File: config.mk
export PLATFORM = sky130hd
export DESIGN_NAME = tec_dev_flat
export DESIGN_NICKNAME = d
export VERILOG_FILES = /design/src/tec_pkg.sv /design/src/tec_if.sv /design/src/tec_fifo.sv /design/src/tec_dev.sv /design/src/flat_wrapper.sv
export VERILOG_INCLUDE_DIRS = /design/src
export SDC_FILE = /design/constraint.sdc
export NUM_CORES = 2
export LEC_CHECK = 0
export BUFFER_PORTS_ARGS = -buffer_cell sky130_fd_sc_hd__clkbuf_2
export CAP_MARGIN = 10
export CORE_ASPECT_RATIO = 1.75
export CORE_UTILIZATION = 50
export CTS_CLUSTER_SIZE = 24
export DETAILED_ROUTE_END_ITERATION = 10
export PLACE_DENSITY_LB_ADDON = 0.3
export SLEW_MARGIN = 20
export SYNTH_ARGS = -nofsm -noshare
export SYNTH_HDL_FRONTEND = slang
export SYNTH_SLANG_ARGS = --single-unit
File: constraint.sdc
create_clock -name clk -period 14.9 [get_ports clk]
set_input_delay 2.98 -clock clk [delete_from_list [all_inputs] [get_ports clk]]
set_output_delay 2.98 -clock clk [all_outputs]
set_load 0.02 [all_outputs]
File: src/tec_params.svh
// Constants shared by both ends of the end-to-end CRC block.
// Assumes it is included by bare name from every design file that uses its constants.
`ifndef TEC_PARAMS_SVH
`define TEC_PARAMS_SVH

// Digest-present bit in the first header word.
`define TEC_TD_BIT      15
// Enable bits in the error capabilities and control word.
`define TEC_GEN_BIT     6
`define TEC_CHK_BIT     8
`define TEC_CRC_INIT    32'hFFFF_FFFF
`define TEC_CRC_POLY    32'h04C1_1DB7
// Packet store and transmit FIFO sizes in words.
`define TEC_BUF_DEPTH   32
`define TEC_FIFO_DEPTH  32
// Error message packet sent by the application, four words.
`define TEC_MSG_LEN     2'h3
`define TEC_MSG_DW0     32'h3000_0000
`define TEC_MSG_DW1     32'h0000_0031
`define TEC_MSG_DW2     32'h0000_0000
`define TEC_MSG_DW3     32'h0000_0000

`endif

File: src/tec_pkg.sv
// Types and the CRC step shared by both ends.
// Assumes tec_params.svh is on the include path.
`include "tec_params.svh"

package tec_pkg;

	typedef logic [31:0] tec_word_t;

	typedef enum logic {RX_FILL, RX_DRAIN} tec_rx_st_t;
	typedef enum logic {TX_PASS, TX_CRC} tec_tx_st_t;
	typedef enum logic [1:0] {AT_IDLE, AT_USR, AT_CRC, AT_MSG} tec_at_st_t;

	// One 32-bit step of the CRC, most significant bit first.
	function automatic tec_word_t tec_crc(input tec_word_t c, input tec_word_t d);
		tec_word_t r;
		r = c;
		for (int i = 31; i >= 0; i--) begin
			if (r[31] ^ d[i]) begin
				r = {r[30:0], 1'b0} ^ `TEC_CRC_POLY;
			end else begin
				r = {r[30:0], 1'b0};
			end
		end
		return r;
	endfunction

endpackage

File: src/tec_if.sv
// Streaming packet ports between the transaction layer and the application.
// Assumes both ends run on the same clock.
`timescale 1ns/1ps

interface tec_if;
	logic        rx_valid;
	logic        rx_ready;
	logic [31:0] rx_data;
	logic        rx_sop;
	logic        rx_eop;
	logic        rx_ecrc_err;
	logic        tx_valid;
	logic        tx_ready;
	logic [31:0] tx_data;
	logic        tx_sop;
	logic        tx_eop;

	modport dev (
		output rx_valid, rx_data, rx_sop, rx_eop, rx_ecrc_err,
		input  rx_ready,
		input  tx_valid, tx_data, tx_sop, tx_eop,
		output tx_ready
	);

	modport app (
		input  rx_valid, rx_data, rx_sop, rx_eop, rx_ecrc_err,
		output rx_ready,
		output tx_valid, tx_data, tx_sop, tx_eop,
		input  tx_ready
	);
endinterface

File: src/tec_fifo.sv
// Synchronous valid/ready FIFO.
// Assumes one clock and an asynchronous active-low reset.
`timescale 1ns/1ps

module tec_fifo #(
	parameter int W     = 34,
	parameter int DEPTH = 32
) (
	input  wire logic         clk,
	input  wire logic         arst_n,
	input  wire logic         in_valid,
	output logic              in_ready,
	input  wire logic [W-1:0] in_data,
	output logic              out_valid,
	input  wire logic         out_ready,
	output logic [W-1:0]      out_data
);
	localparam int AW = $clog2(DEPTH);

	logic [W-1:0] mem [DEPTH];
	logic [AW-1:0] wp_r;
	logic [AW-1:0] rp_r;
	logic [AW:0]   cnt_r;
	logic          push;
	logic          pop;

	assign in_ready  = (cnt_r != (AW+1)'(DEPTH));
	assign out_valid = (cnt_r != '0);
	assign push      = in_valid & in_ready;
	assign pop       = out_valid & out_ready;
	assign out_data  = mem[rp_r];

	always_ff @(posedge clk) begin
		if (push) begin
			mem[wp_r] <= in_data;
		end
	end

	always_ff @(posedge clk or negedge arst_n) begin
		if (!arst_n) begin
			wp_r  <= '0;
			rp_r  <= '0;
			cnt_r <= '0;
		end else begin
			if (push) begin
				wp_r <= AW'((wp_r + 1'b1) % DEPTH);
			end
			if (pop) begin
				rp_r <= AW'((rp_r + 1'b1) % DEPTH);
			end
			cnt_r <= cnt_r + (AW+1)'(push) - (AW+1)'(pop);
		end
	end
endmodule // tec_fifo

File: src/tec_dev.sv
// Transaction-layer end of the end-to-end CRC block: receive check and
// strip, transmit generate or forward.
// Assumes the link streams are on clk and the application sits on tec_if.
//
// Behaviour
// - Checking on: bad digest flagged, packet dropped.
// - Checking off: no detection, always delivered.
// - Receive forwarding on: digest delivered with packet.
// - Receive forwarding off: digest stripped before delivery.
// - Generation without forwarding: append CRC, set bit.
// - Digest bit one means digest present.
// - Transmit forwarding: application digest passed unchanged.
// - Forwarding: application computes and checks digests.
// - Application uses only supported transmit combinations.
// - All digest features need error reporting capability.
// - Application reports digest errors with message.
// - Enables come from the error control word.
`timescale 1ns/1ps
`include "tec_params.svh"

module tec_dev (
	input  wire logic        clk,
	input  wire logic        arst_n,
	input  wire logic        aer_impl,
	input  wire logic [31:0] aer_ctl,
	input  wire logic        rx_fwd_opt,
	input  wire logic        tx_fwd_opt,
	input  wire logic        lnk_rx_valid,
	output logic             lnk_rx_ready,
	input  wire logic [31:0] lnk_rx_data,
	input  wire logic        lnk_rx_sop,
	input  wire logic        lnk_rx_eop,
	output logic             lnk_tx_valid,
	input  wire logic        lnk_tx_ready,
	output logic [31:0]      lnk_tx_data,
	output logic             lnk_tx_sop,
	output logic             lnk_tx_eop,
	tec_if.dev               app
);

	logic chk_en;
	logic gen_en;
	logic rfwd;
	logic tfwd;

	// Every digest feature is gated by the error reporting option.
	assign chk_en = aer_impl & aer_ctl[`TEC_CHK_BIT];
	assign gen_en = aer_impl & aer_ctl[`TEC_GEN_BIT];
	assign rfwd   = aer_impl & rx_fwd_opt;
	assign tfwd   = aer_impl & tx_fwd_opt;

	// Receive side: a whole packet is stored before it is released, since
	// a bad digest is only known at the last word. Packets are limited to
	// the store depth.
	tec_pkg::tec_word_t   mem [`TEC_BUF_DEPTH];
	tec_pkg::tec_rx_st_t  rs_r;
	logic [5:0]           wp_r;
	logic [5:0]           rp_r;
	logic [5:0]           len_r;
	logic                 strip_r;
	logic                 td_r;
	tec_pkg::tec_word_t   rcrc_r;
	logic                 err_r;
	logic                 rv_r;
	tec_pkg::tec_word_t   rd_r;
	logic                 rsop_r;
	logic                 reop_r;
	logic                 rx_acc;
	logic                 td_now;
	logic                 bad;
	logic                 drop;
	logic                 rload;
	tec_pkg::tec_word_t   rword;

	assign lnk_rx_ready = (rs_r == tec_pkg::RX_FILL);
	assign rx_acc       = lnk_rx_valid & lnk_rx_ready;
	// The header's digest bit tells whether a digest word ends the packet.
	assign td_now       = lnk_rx_sop ? lnk_rx_data[`TEC_TD_BIT] : td_r;
	assign bad          = td_now & (lnk_rx_data != ~rcrc_r);
	assign drop         = chk_en & bad;
	assign rload        = (rs_r == tec_pkg::RX_DRAIN) & (!rv_r | app.rx_ready);

	always_ff @(posedge clk) begin
		if (rx_acc) begin
			mem[wp_r[4:0]] <= lnk_rx_data;
		end
	end

	always_ff @(posedge clk or negedge arst_n) begin
		if (!arst_n) begin
			rcrc_r <= `TEC_CRC_INIT;
			td_r   <= 1'b0;
		end else if (rx_acc) begin
			rcrc_r <= tec_pkg::tec_crc(lnk_rx_sop ? `TEC_CRC_INIT : rcrc_r, lnk_rx_data);
			td_r   <= td_now;
		end
	end

	always_ff @(posedge clk or negedge arst_n) begin
		if (!arst_n) begin
			rs_r    <= tec_pkg::RX_FILL;
			wp_r    <= 6'h00;
			len_r   <= 6'h00;
			strip_r <= 1'b0;
		end else if (rx_acc) begin
			if (!lnk_rx_eop) begin
				wp_r <= wp_r + 6'h01;
			end else begin
				wp_r <= 6'h00;
				if (!drop) begin
					// A packet without a digest is never stripped.
					strip_r <= td_now & !rfwd;
					len_r   <= wp_r + 6'h01 - {5'h00, td_now & !rfwd};
					rs_r    <= tec_pkg::RX_DRAIN;
				end
			end
		end else if (rload && rp_r == len_r - 6'h01) begin
			rs_r <= tec_pkg::RX_FILL;
		end
	end

	always_ff @(posedge clk or negedge arst_n) begin
		if (!arst_n) begin
			err_r <= 1'b0;
		end else begin
			err_r <= rx_acc & lnk_rx_eop & drop;
		end
	end

	always_comb begin
		rword = mem[rp_r[4:0]];
		if (rp_r == 6'h00 && strip_r) begin
			rword[`TEC_TD_BIT] = 1'b0;
		end
	end

	always_ff @(posedge clk or negedge arst_n) begin
		if (!arst_n) begin
			rp_r   <= 6'h00;
			rv_r   <= 1'b0;
			rd_r   <= 32'h0000_0000;
			rsop_r <= 1'b0;
			reop_r <= 1'b0;
		end else if (rload) begin
			rv_r   <= 1'b1;
			rd_r   <= rword;
			rsop_r <= (rp_r == 6'h00);
			reop_r <= (rp_r == len_r - 6'h01);
			rp_r   <= (rp_r == len_r - 6'h01) ? 6'h00 : rp_r + 6'h01;
		end else if (app.rx_ready) begin
			rv_r <= 1'b0;
		end
	end

	assign app.rx_valid    = rv_r;
	assign app.rx_data     = rd_r;
	assign app.rx_sop      = rsop_r;
	assign app.rx_eop      = reop_r;
	assign app.rx_ecrc_err = err_r;

	// Transmit side: application words are buffered, then edited on the
	// way to the link.
	logic                 f_valid;
	logic                 f_ready;
	logic [33:0]          f_data;
	tec_pkg::tec_tx_st_t  ts_r;
	tec_pkg::tec_word_t   tcrc_r;
	logic                 tgen_r;
	logic                 tgen_now;
	logic                 slot;
	logic                 pop;
	tec_pkg::tec_word_t   wmod;
	logic                 tv_r;
	tec_pkg::tec_word_t   td_out_r;
	logic                 tsop_r;
	logic                 teop_r;

	tec_fifo #(
		.W     (34),
		.DEPTH (`TEC_FIFO_DEPTH)
	) u_txq (
		.clk       (clk),
		.arst_n    (arst_n),
		.in_valid  (app.tx_valid),
		.in_ready  (app.tx_ready),
		.in_data   ({app.tx_eop, app.tx_sop, app.tx_data}),
		.out_valid (f_valid),
		.out_ready (f_ready),
		.out_data  (f_data)
	);

	assign slot     = !tv_r | lnk_tx_ready;
	assign f_ready  = (ts_r == tec_pkg::TX_PASS) & slot;
	assign pop      = f_valid & f_ready;
	// Generation mode is fixed for a packet at its first word.
	assign tgen_now = f_data[32] ? (gen_en & !tfwd) : tgen_r;

	always_comb begin
		wmod = f_data[31:0];
		if (f_data[32] && !tfwd) begin
			// Generate sets the bit; with both off the bit is cleared.
			wmod[`TEC_TD_BIT] = gen_en;
		end
	end

	always_ff @(posedge clk or negedge arst_n) begin
		if (!arst_n) begin
			tcrc_r <= `TEC_CRC_INIT;
			tgen_r <= 1'b0;
		end else if (pop) begin
			tcrc_r <= tec_pkg::tec_crc(f_data[32] ? `TEC_CRC_INIT : tcrc_r, wmod);
			tgen_r <= tgen_now;
		end
	end

	always_ff @(posedge clk or negedge arst_n) begin
		if (!arst_n) begin
			ts_r     <= tec_pkg::TX_PASS;
			tv_r     <= 1'b0;
			td_out_r <= 32'h0000_0000;
			tsop_r   <= 1'b0;
			teop_r   <= 1'b0;
		end else begin
			case (ts_r)
				tec_pkg::TX_PASS: begin
					if (pop) begin
						tv_r     <= 1'b1;
						td_out_r <= wmod;
						tsop_r   <= f_data[32];
						teop_r   <= f_data[33] & !tgen_now;
						if (f_data[33] && tgen_now) begin
							ts_r <= tec_pkg::TX_CRC;
						end
					end else if (lnk_tx_ready) begin
						tv_r <= 1'b0;
					end
				end
				tec_pkg::TX_CRC: begin
					if (slot) begin
						tv_r     <= 1'b1;
						td_out_r <= ~tcrc_r;
						tsop_r   <= 1'b0;
						teop_r   <= 1'b1;
						ts_r     <= tec_pkg::TX_PASS;
					end
				end
				default: begin
					ts_r <= tec_pkg::TX_PASS;
				end
			endcase
		end
	end

	assign lnk_tx_valid = tv_r;
	assign lnk_tx_data  = td_out_r;
	assign lnk_tx_sop   = tsop_r;
	assign lnk_tx_eop   = teop_r;

endmodule // tec_dev

File: src/flat_wrapper.sv
// flat-port wrapper written by rule: the top's interface ports become plain ports
module tec_dev_flat 
  (clk, arst_n, aer_impl, aer_ctl, rx_fwd_opt, tx_fwd_opt, lnk_rx_valid, lnk_rx_ready, lnk_rx_data, lnk_rx_sop, lnk_rx_eop, lnk_tx_valid, lnk_tx_ready, lnk_tx_data, lnk_tx_sop, lnk_tx_eop, app_rx_valid, app_rx_data, app_rx_sop, app_rx_eop, app_rx_ecrc_err, app_rx_ready, app_tx_valid, app_tx_data, app_tx_sop, app_tx_eop, app_tx_ready);
  tec_if app_i ();
  input  wire logic clk;
  input  wire logic arst_n;
  input  wire logic aer_impl;
  input  wire logic [31:0] aer_ctl;
  input  wire logic rx_fwd_opt;
  input  wire logic tx_fwd_opt;
  input  wire logic lnk_rx_valid;
  output logic lnk_rx_ready;
  input  wire logic [31:0] lnk_rx_data;
  input  wire logic lnk_rx_sop;
  input  wire logic lnk_rx_eop;
  output logic lnk_tx_valid;
  input  wire logic lnk_tx_ready;
  output logic [31:0] lnk_tx_data;
  output logic lnk_tx_sop;
  output logic lnk_tx_eop;
  output wire logic [$bits(app_i.rx_valid)-1:0] app_rx_valid;
  output wire logic [$bits(app_i.rx_data)-1:0] app_rx_data;
  output wire logic [$bits(app_i.rx_sop)-1:0] app_rx_sop;
  output wire logic [$bits(app_i.rx_eop)-1:0] app_rx_eop;
  output wire logic [$bits(app_i.rx_ecrc_err)-1:0] app_rx_ecrc_err;
  input wire logic [$bits(app_i.rx_ready)-1:0] app_rx_ready;
  input wire logic [$bits(app_i.tx_valid)-1:0] app_tx_valid;
  input wire logic [$bits(app_i.tx_data)-1:0] app_tx_data;
  input wire logic [$bits(app_i.tx_sop)-1:0] app_tx_sop;
  input wire logic [$bits(app_i.tx_eop)-1:0] app_tx_eop;
  output wire logic [$bits(app_i.tx_ready)-1:0] app_tx_ready;
  assign app_rx_valid = app_i.rx_valid;
  assign app_rx_data = app_i.rx_data;
  assign app_rx_sop = app_i.rx_sop;
  assign app_rx_eop = app_i.rx_eop;
  assign app_rx_ecrc_err = app_i.rx_ecrc_err;
  assign app_i.rx_ready = app_rx_ready;
  assign app_i.tx_valid = app_tx_valid;
  assign app_i.tx_data = app_tx_data;
  assign app_i.tx_sop = app_tx_sop;
  assign app_i.tx_eop = app_tx_eop;
  assign app_tx_ready = app_i.tx_ready;
  tec_dev u_core (.clk(clk), .arst_n(arst_n), .aer_impl(aer_impl), .aer_ctl(aer_ctl), .rx_fwd_opt(rx_fwd_opt), .tx_fwd_opt(tx_fwd_opt), .lnk_rx_valid(lnk_rx_valid), .lnk_rx_ready(lnk_rx_ready), .lnk_rx_data(lnk_rx_data), .lnk_rx_sop(lnk_rx_sop), .lnk_rx_eop(lnk_rx_eop), .lnk_tx_valid(lnk_tx_valid), .lnk_tx_ready(lnk_tx_ready), .lnk_tx_data(lnk_tx_data), .lnk_tx_sop(lnk_tx_sop), .lnk_tx_eop(lnk_tx_eop), .app(app_i));
endmodule
# Word-level counts from Yosys, hierarchy flattened
# Memories as Yosys holds them, arrays and structs flattened.
# Index checks and enable logic that the tools add are counted.
# word_totals
n_memories,2
ram_bits,2112
wordCells,368
inputBits,109
regBits,174
# classes
addsub,8
mux,160
eq_ne,8
n_reduce_logical,17
n_bitwise,151
# mem_list
name,depth,word_bits,read_ports,rd_clocked_by_memory_dff,wr,line_no,text
u_core.u_txq.mem,32,34,1,0,1,tec_fifo.sv:20,logic [W-1:0] mem [DEPTH];
u_core.mem,32,32,1,0,1,tec_dev.sv:55,tec_pkg::tec_word_t mem [`TEC_BUF_DEPTH];
# ops
operator,n
$mux W32,66
$mux W27,64
$not A14 Y14,64
$not A32 Y32,2
$pmux W32 S2,1
$xor A1 B1 Y1,64
$ne A32 B32 Y1,1
$mux W1,23
$and A1 B1 Y1,16
$add A6 B1 Y6 const B,2
$mux W6,2
$sub A6 B1 Y6,2
$add A5 B1 Y5 const B,2
$ne A2 B2 Y1 const B,4
$pmux W1 S2,4
$add A6 B1 Y6,1
$eq A6 B6 Y1,1
$logic_not A6 Y1,1
$ne A6 B6 Y1 const B,1
$reduce_and A3 Y1,2
$reduce_bool A6 Y1,1
$sub A6 B1 Y6 const B,1
$logic_not A1 Y1,5
$logic_and A1 B1 Y1,4
5 further kinds,10

# Logic depth before layout (Yosys ltp)
# depth
ltp_word,97
ltp_mapped,22

# Hierarchy
# From an unflattened synthesis, not the netlist that was laid out.
# hier_totals
hier_cells,5051
hier_area_um2,95470.3
# by_module_without_submodules
module,area_each_um2,n_inst,cells_each
tec_dev,53346.2,1,3145
tec_fifo,42124.2,1,1906

# Least setup slack after synthesis
# Ideal clock, no wire load.
# synth_path
path_type,in2reg
from,input port lnk_rx_sop
to,register u_core.rcrc_r[5]
required_ps,14814
path_slack_ps,7735
setup_ps,86
arrival_ps,7079
n_path_buf,2
cell_stages,14
path_cell_list,buf_2 buf_1 nor2_1 xnor2_1 xor2_1 xnor3_1 xnor3_1 xor2_1 xnor3_1 xor2_1 xor2_1 xnor2_1 xor2_1 o21ai_1
# synth_between
elab_chain_len,73
# synth_rtl
item,line_no,text
from (decl),flat_wrapper.sv:14,input wire logic lnk_rx_sop;
$mux W32 *,tec_dev.sv:94,"rcrc_r <= tec_pkg::tec_crc(lnk_rx_sop ? `TEC_CRC_INIT : rcrc_r, lnk_rx_data);"
$xor A1 B1 Y1 (tied with other cells),tec_pkg.sv:18,if (r[31] ^ d[i]) begin
$mux W27 / $mux W32 (equally long branches),"tec_pkg.sv:18, tec_dev.sv:93",
$mux W32 *,tec_dev.sv:93,end else if (rx_acc) begin
$mux W27 / $not A14 Y14 (equally long branches),n/a,
$mux W32 *,tec_dev.sv:93,
$not A14 Y14 (no source line) / $mux W32 (equally long branches),n/a,
$mux W27,tec_pkg.sv:18,
(+57 left out),n/a,
$mux W32 *,tec_dev.sv:93,
$mux W27 / $mux W32 (equally long branches),"tec_pkg.sv:18, tec_dev.sv:93",
$mux W32 *,tec_dev.sv:93,
$not A14 Y14 (no source line) (tied with other cells),n/a,
$mux W27 / $mux W32 (equally long branches),"tec_pkg.sv:18, tec_dev.sv:93",
$mux W32 *,tec_dev.sv:93,
$not A14 Y14 (no source line) / $xor A1 B1 Y1 (equally long branches),n/a,
$mux W27 *,tec_pkg.sv:18,
to (signal assigned),tec_dev.sv:91,rcrc_r <= `TEC_CRC_INIT;
to (signal assigned),tec_dev.sv:94,
to (decl),tec_dev.sv:62,tec_pkg::tec_word_t rcrc_r;
# Every way passes the cells marked *; elsewhere a longest branch is shown, timed or not. The select of a mux whose other input is x is not followed.
# A chain may end at the register's enable or synchronous reset.

# Final worst setup path
# layout_path
from,input port lnk_rx_sop
to,register u_core.rcrc_r[12]
# layout_between
elab_chain_len,73
# layout_rtl
item,line_no
$mux W32 *,tec_dev.sv:94
$xor A1 B1 Y1 (tied with other cells),tec_pkg.sv:18
$mux W27 / $mux W32 (equally long branches),"tec_pkg.sv:18, tec_dev.sv:93"
$mux W32 *,tec_dev.sv:93
$mux W27 (tied with other cells),tec_pkg.sv:18
$mux W32 *,tec_dev.sv:93
$mux W27 (tied with other cells),tec_pkg.sv:18
$mux W32 *,tec_dev.sv:93
(+57 left out),n/a
$not A14 Y14 (no source line) (tied with other cells),n/a
$mux W27 / $mux W32 (equally long branches),"tec_pkg.sv:18, tec_dev.sv:93"
$mux W32 *,tec_dev.sv:93
$not A14 Y14 (no source line) (tied with other cells),n/a
$mux W27 / $mux W32 (equally long branches),"tec_pkg.sv:18, tec_dev.sv:93"
$mux W32 *,tec_dev.sv:93
$not A14 Y14 (no source line) / $xor A1 B1 Y1 (equally long branches),n/a
$mux W27 *,tec_pkg.sv:18
# Marks and branches as above.

==> qor.txt <==
Routed length per placed instance: 31.21 um
Minimum clock period: 7779 ps
Critical path type: in2reg
YS warnings: 0
Simple-Gate Fraction of Synth Area: 0.02116
Vias in the first global route: 47510
Largest family of logic cells by synthesized area: multiplexers
PostCTS Resize Cnt: 0
Num rows: 211
Post-route ant nets: 0
CTS Buffer Depth: 4
Placed cells: 7240
Initial antenna violation count: 14
Largest cells by area after synthesis: edfxtp_1 (67%), mux4_2 (14%), xnor2_1 (3.8%)
Die Ht: 579.2 um
Status: finished clean
R2r endpoint: u_core.tcrc_r[13]$_DFFE_PN1P_
Post-synth EDFFs: 2112
Die Wd: 331.9 um
Register area share after synthesis: 0.7127
CTS tree: built
PortBufs: 151
Max Clock Skew: 45.14 ps
1st-iter DRT viols: 4097
Worst slew pin tran: 1121 ps
Ports: 182
Crit path cell chain: clkbuf_2 -> buf_4 -> nor2_1 -> xnor2_1 -> xnor3_1 -> xnor2_2 -> xor3_1 -> xnor2_1 -> xor2_1 -> xnor2_1 -> xnor2_1 -> xor2_1 -> o21ai_1
Fmax achieved: 128.5 MHz
First-pass GRT wire length: 339300 um
Worst-skew pair later-pin latency: 850 ps
CP startpoint kind: primary input
Critical path arrival: 8520 ps
Reg-to-reg slack, setup: 7350 ps
Max Cap Viol: 0
Worst Hold Depth: 2
Final hold vios: 0
Yosys top cell by area: edfxtp_1
Final worst setup slack: 7121 ps
CP dominant cell by count: xnor2_1
Post-synthesis mux area share: 0.1588
Grt total ovfl: 0
Final #Nets: 5129
Mean Syn Cell Area: 20.00 um^2
Starting Density: 0.5036
Most frequent cell after synthesis: edfxtp_1
Cts hold-fix bufs: 0
DIE AREA: 192200 um^2
Total number of vias: 46020
R2r worst-path depth: 15
Post-synth top cells: edfxtp_1 (2112), mux4_2 (573), xnor2_1 (416)
Top_reg_cell synth: edfxtp_1
Post-synth top area share: 0.6662
CTS H-tree depth: 4
RSZ-0062 raised after global routing: false
Synthesized area: 95200 um^2
Min-delay src: u_core.tcrc_r[2]$_DFFE_PN1P_
Dpl ws: 6345 ps
Final Max Slew Viols: 0
Reg clk slew, reported paths: 60 ps
Worst r2r src: u_core.u_txq.rp_r[1]$_DFFE_PN0P_
Post-CTS Setup Bufs: 0
Slew headroom: 0.2310
Finished Layout Cells: 7611
Placeable core area: 189000 um^2
Layout area overhead: 11.28%
Synth Area in Adders: 0.003233
Crit Path Max Fanout: 36
Avg Vias per Cell: 6.046
Delay-heaviest family, CP: XOR/XNOR gates
WHS Endpoint: u_core.tcrc_r[2]$_DFFE_PN1P_
CP endpoint kind: flip-flop
Hold Crit Class: reg2reg
Syn Inst Count: 4760
WP data required: 15640 ps
Setup TNS: 0 ps
GRT Total Usage: 0.2479
CP max stage cell: xnor2_1
Async S/R FF share, synth: 0.07612
Placer Congestion: 0.9151
WHS: 476.5 ps
Mapped Nets: 4893
Largest net degree at the start of global routing: 134
Compound-Gate Fraction of Synth Area: 0.01740
Total CTS buffers: 203
Xor and xnor fraction of the mapped netlist area: 0.07270
# setup viols final: 0
DRT Pass-1 Iters: 5
Yosys reg bits: 2286
Proportion of layout cells with a drive suffix above 1: 0.2690
Count of different cell masters after synthesis: 66
CP max stage delay: 730 ps
Fin crit share: 0.5221
Clock tree sinks: 2286
Clock Root Buffer: clkbuf_16
Hpwl dp: 141200 um
CP bufs+invs: 2
Drt drc: 0
Routed WL: 237500 um
[logic make-up (layout without fill, tap and decap cells)]
group                      count (synthesis)  in the layout
xor gates and xnor gates                 654            654
DFF                                     2286           2286
other                                      0              6
AOI/OAI and AO/OA                        271            271
muxes                                    784            784
buffers and inverters                    275            671
adders and majority gates                 24             24
and+or+nand+nor                          466            466
[state kept, by name, summed over array words and instances (netlist names), 5 cells and up]
| name | cells |
|---|---|
| u_core.u_txq.rp_r | 5 |
| u_core.lnk_tx_data | 32 |
| u_core.rcrc_r | 32 |
| u_core.wp_r | 6 |
| u_core.u_txq.wp_r | 5 |
| u_core.rp_r | 6 |
| u_core.tcrc_r | 32 |
| u_core.u_txq.mem | 1088 |
| u_core.app.rx_data | 32 |
| u_core.len_r | 6 |
| u_core.u_txq.cnt_r | 6 |
| u_core.mem | 1024 |
[worst register-to-register path, cell delays in order (launching register included)]
cell	delay (ps)
dfrtp_4	1000
buf_4	840
buf_12	850
mux2i_1	210
a22o_1	260
a221oi_1	260
a22oi_1	130
and3_1	410
xnor2_1	240
a22oi_1	700
xnor3_1	650
xnor2_2	540
xor2_1	520
xor3_2	490
xnor2_1	270
o21ai_1	90
[layout make-up]
cell class,count,area [um^2]
multi-input combinational,2199,26540
timing repair buffer,278,1780
fill,13960,83080
clock inverter,128,1255
sequential,2286,67890
tap,2449,3064
inverter,28,105.1
clock buffer,237,5293
antenna,6,15.01
[metal layers]
layer / up-vias / part of all wire / GRT usage
li1: 19420 / - / -
met1: 24420 / 0.34 / 0.2785
met2: 1699 / 0.56 / 0.4699
met3: 474 / 0.055 / 0.03419
met4: 10 / 0.044 / 0.1026
met5: - / 0.00027 / 0
[worst max-delay path by stage]
stage / start / endpoint / slack, ps / cells past startpoint
floorplan: lnk_rx_sop / u_core.rcrc_r[5]$_DFFE_PN1P_ / 7730 / 14
global placement: lnk_rx_sop / u_core.rcrc_r[12]$_DFFE_PN1P_ / 6380 / 13
detailed placement: lnk_rx_sop / u_core.rcrc_r[12]$_DFFE_PN1P_ / 6350 / 13
CTS: u_core.u_txq.rp_r[1]$_DFFE_PN0P_ / u_core.tcrc_r[13]$_DFFE_PN1P_ / 7020 / 14
global route: u_core.u_txq.rp_r[1]$_DFFE_PN0P_ / u_core.tcrc_r[10]$_DFFE_PN1P_ / 6970 / 15
finish: lnk_rx_sop / u_core.rcrc_r[12]$_DFFE_PN1P_ / 7120 / 13
[placed cells by master, fill, tap and decap left out, drive strengths merged, types with 7 or more instances in the layout]
cell type / n
edfxtp: 2112
mux4: 573
xnor2: 434
clkbuf: 388
nand2: 210
mux2i: 175
o21ai: 155
xor2: 151
nor2: 136
buf: 127
dfrtp: 110
clkinv: 86
dfstp: 64
xnor3: 60
a22oi: 58
nand3: 45
mux2: 36
inv: 33
ha: 23
bufinv: 23
o41ai: 20
a21oi: 17
clkinvlp: 14
nand4: 13
nand2b: 13
nor4: 11
nor2b: 10
xor3: 9
and2: 7
[through the flow]
step             util  cell area, um^2
2_1_floorplan       -            95200
3_3_place_gp   0.5257            99380
3_5_place_dp   0.5257            99380
4_1_cts        0.5604           105900
5_1_grt        0.5604           105900
6_report       0.5605           105900
Power is left out: the tool's default activity adds up to more than one toggle a clock period on the data nets, which glitch-free logic cannot reach.
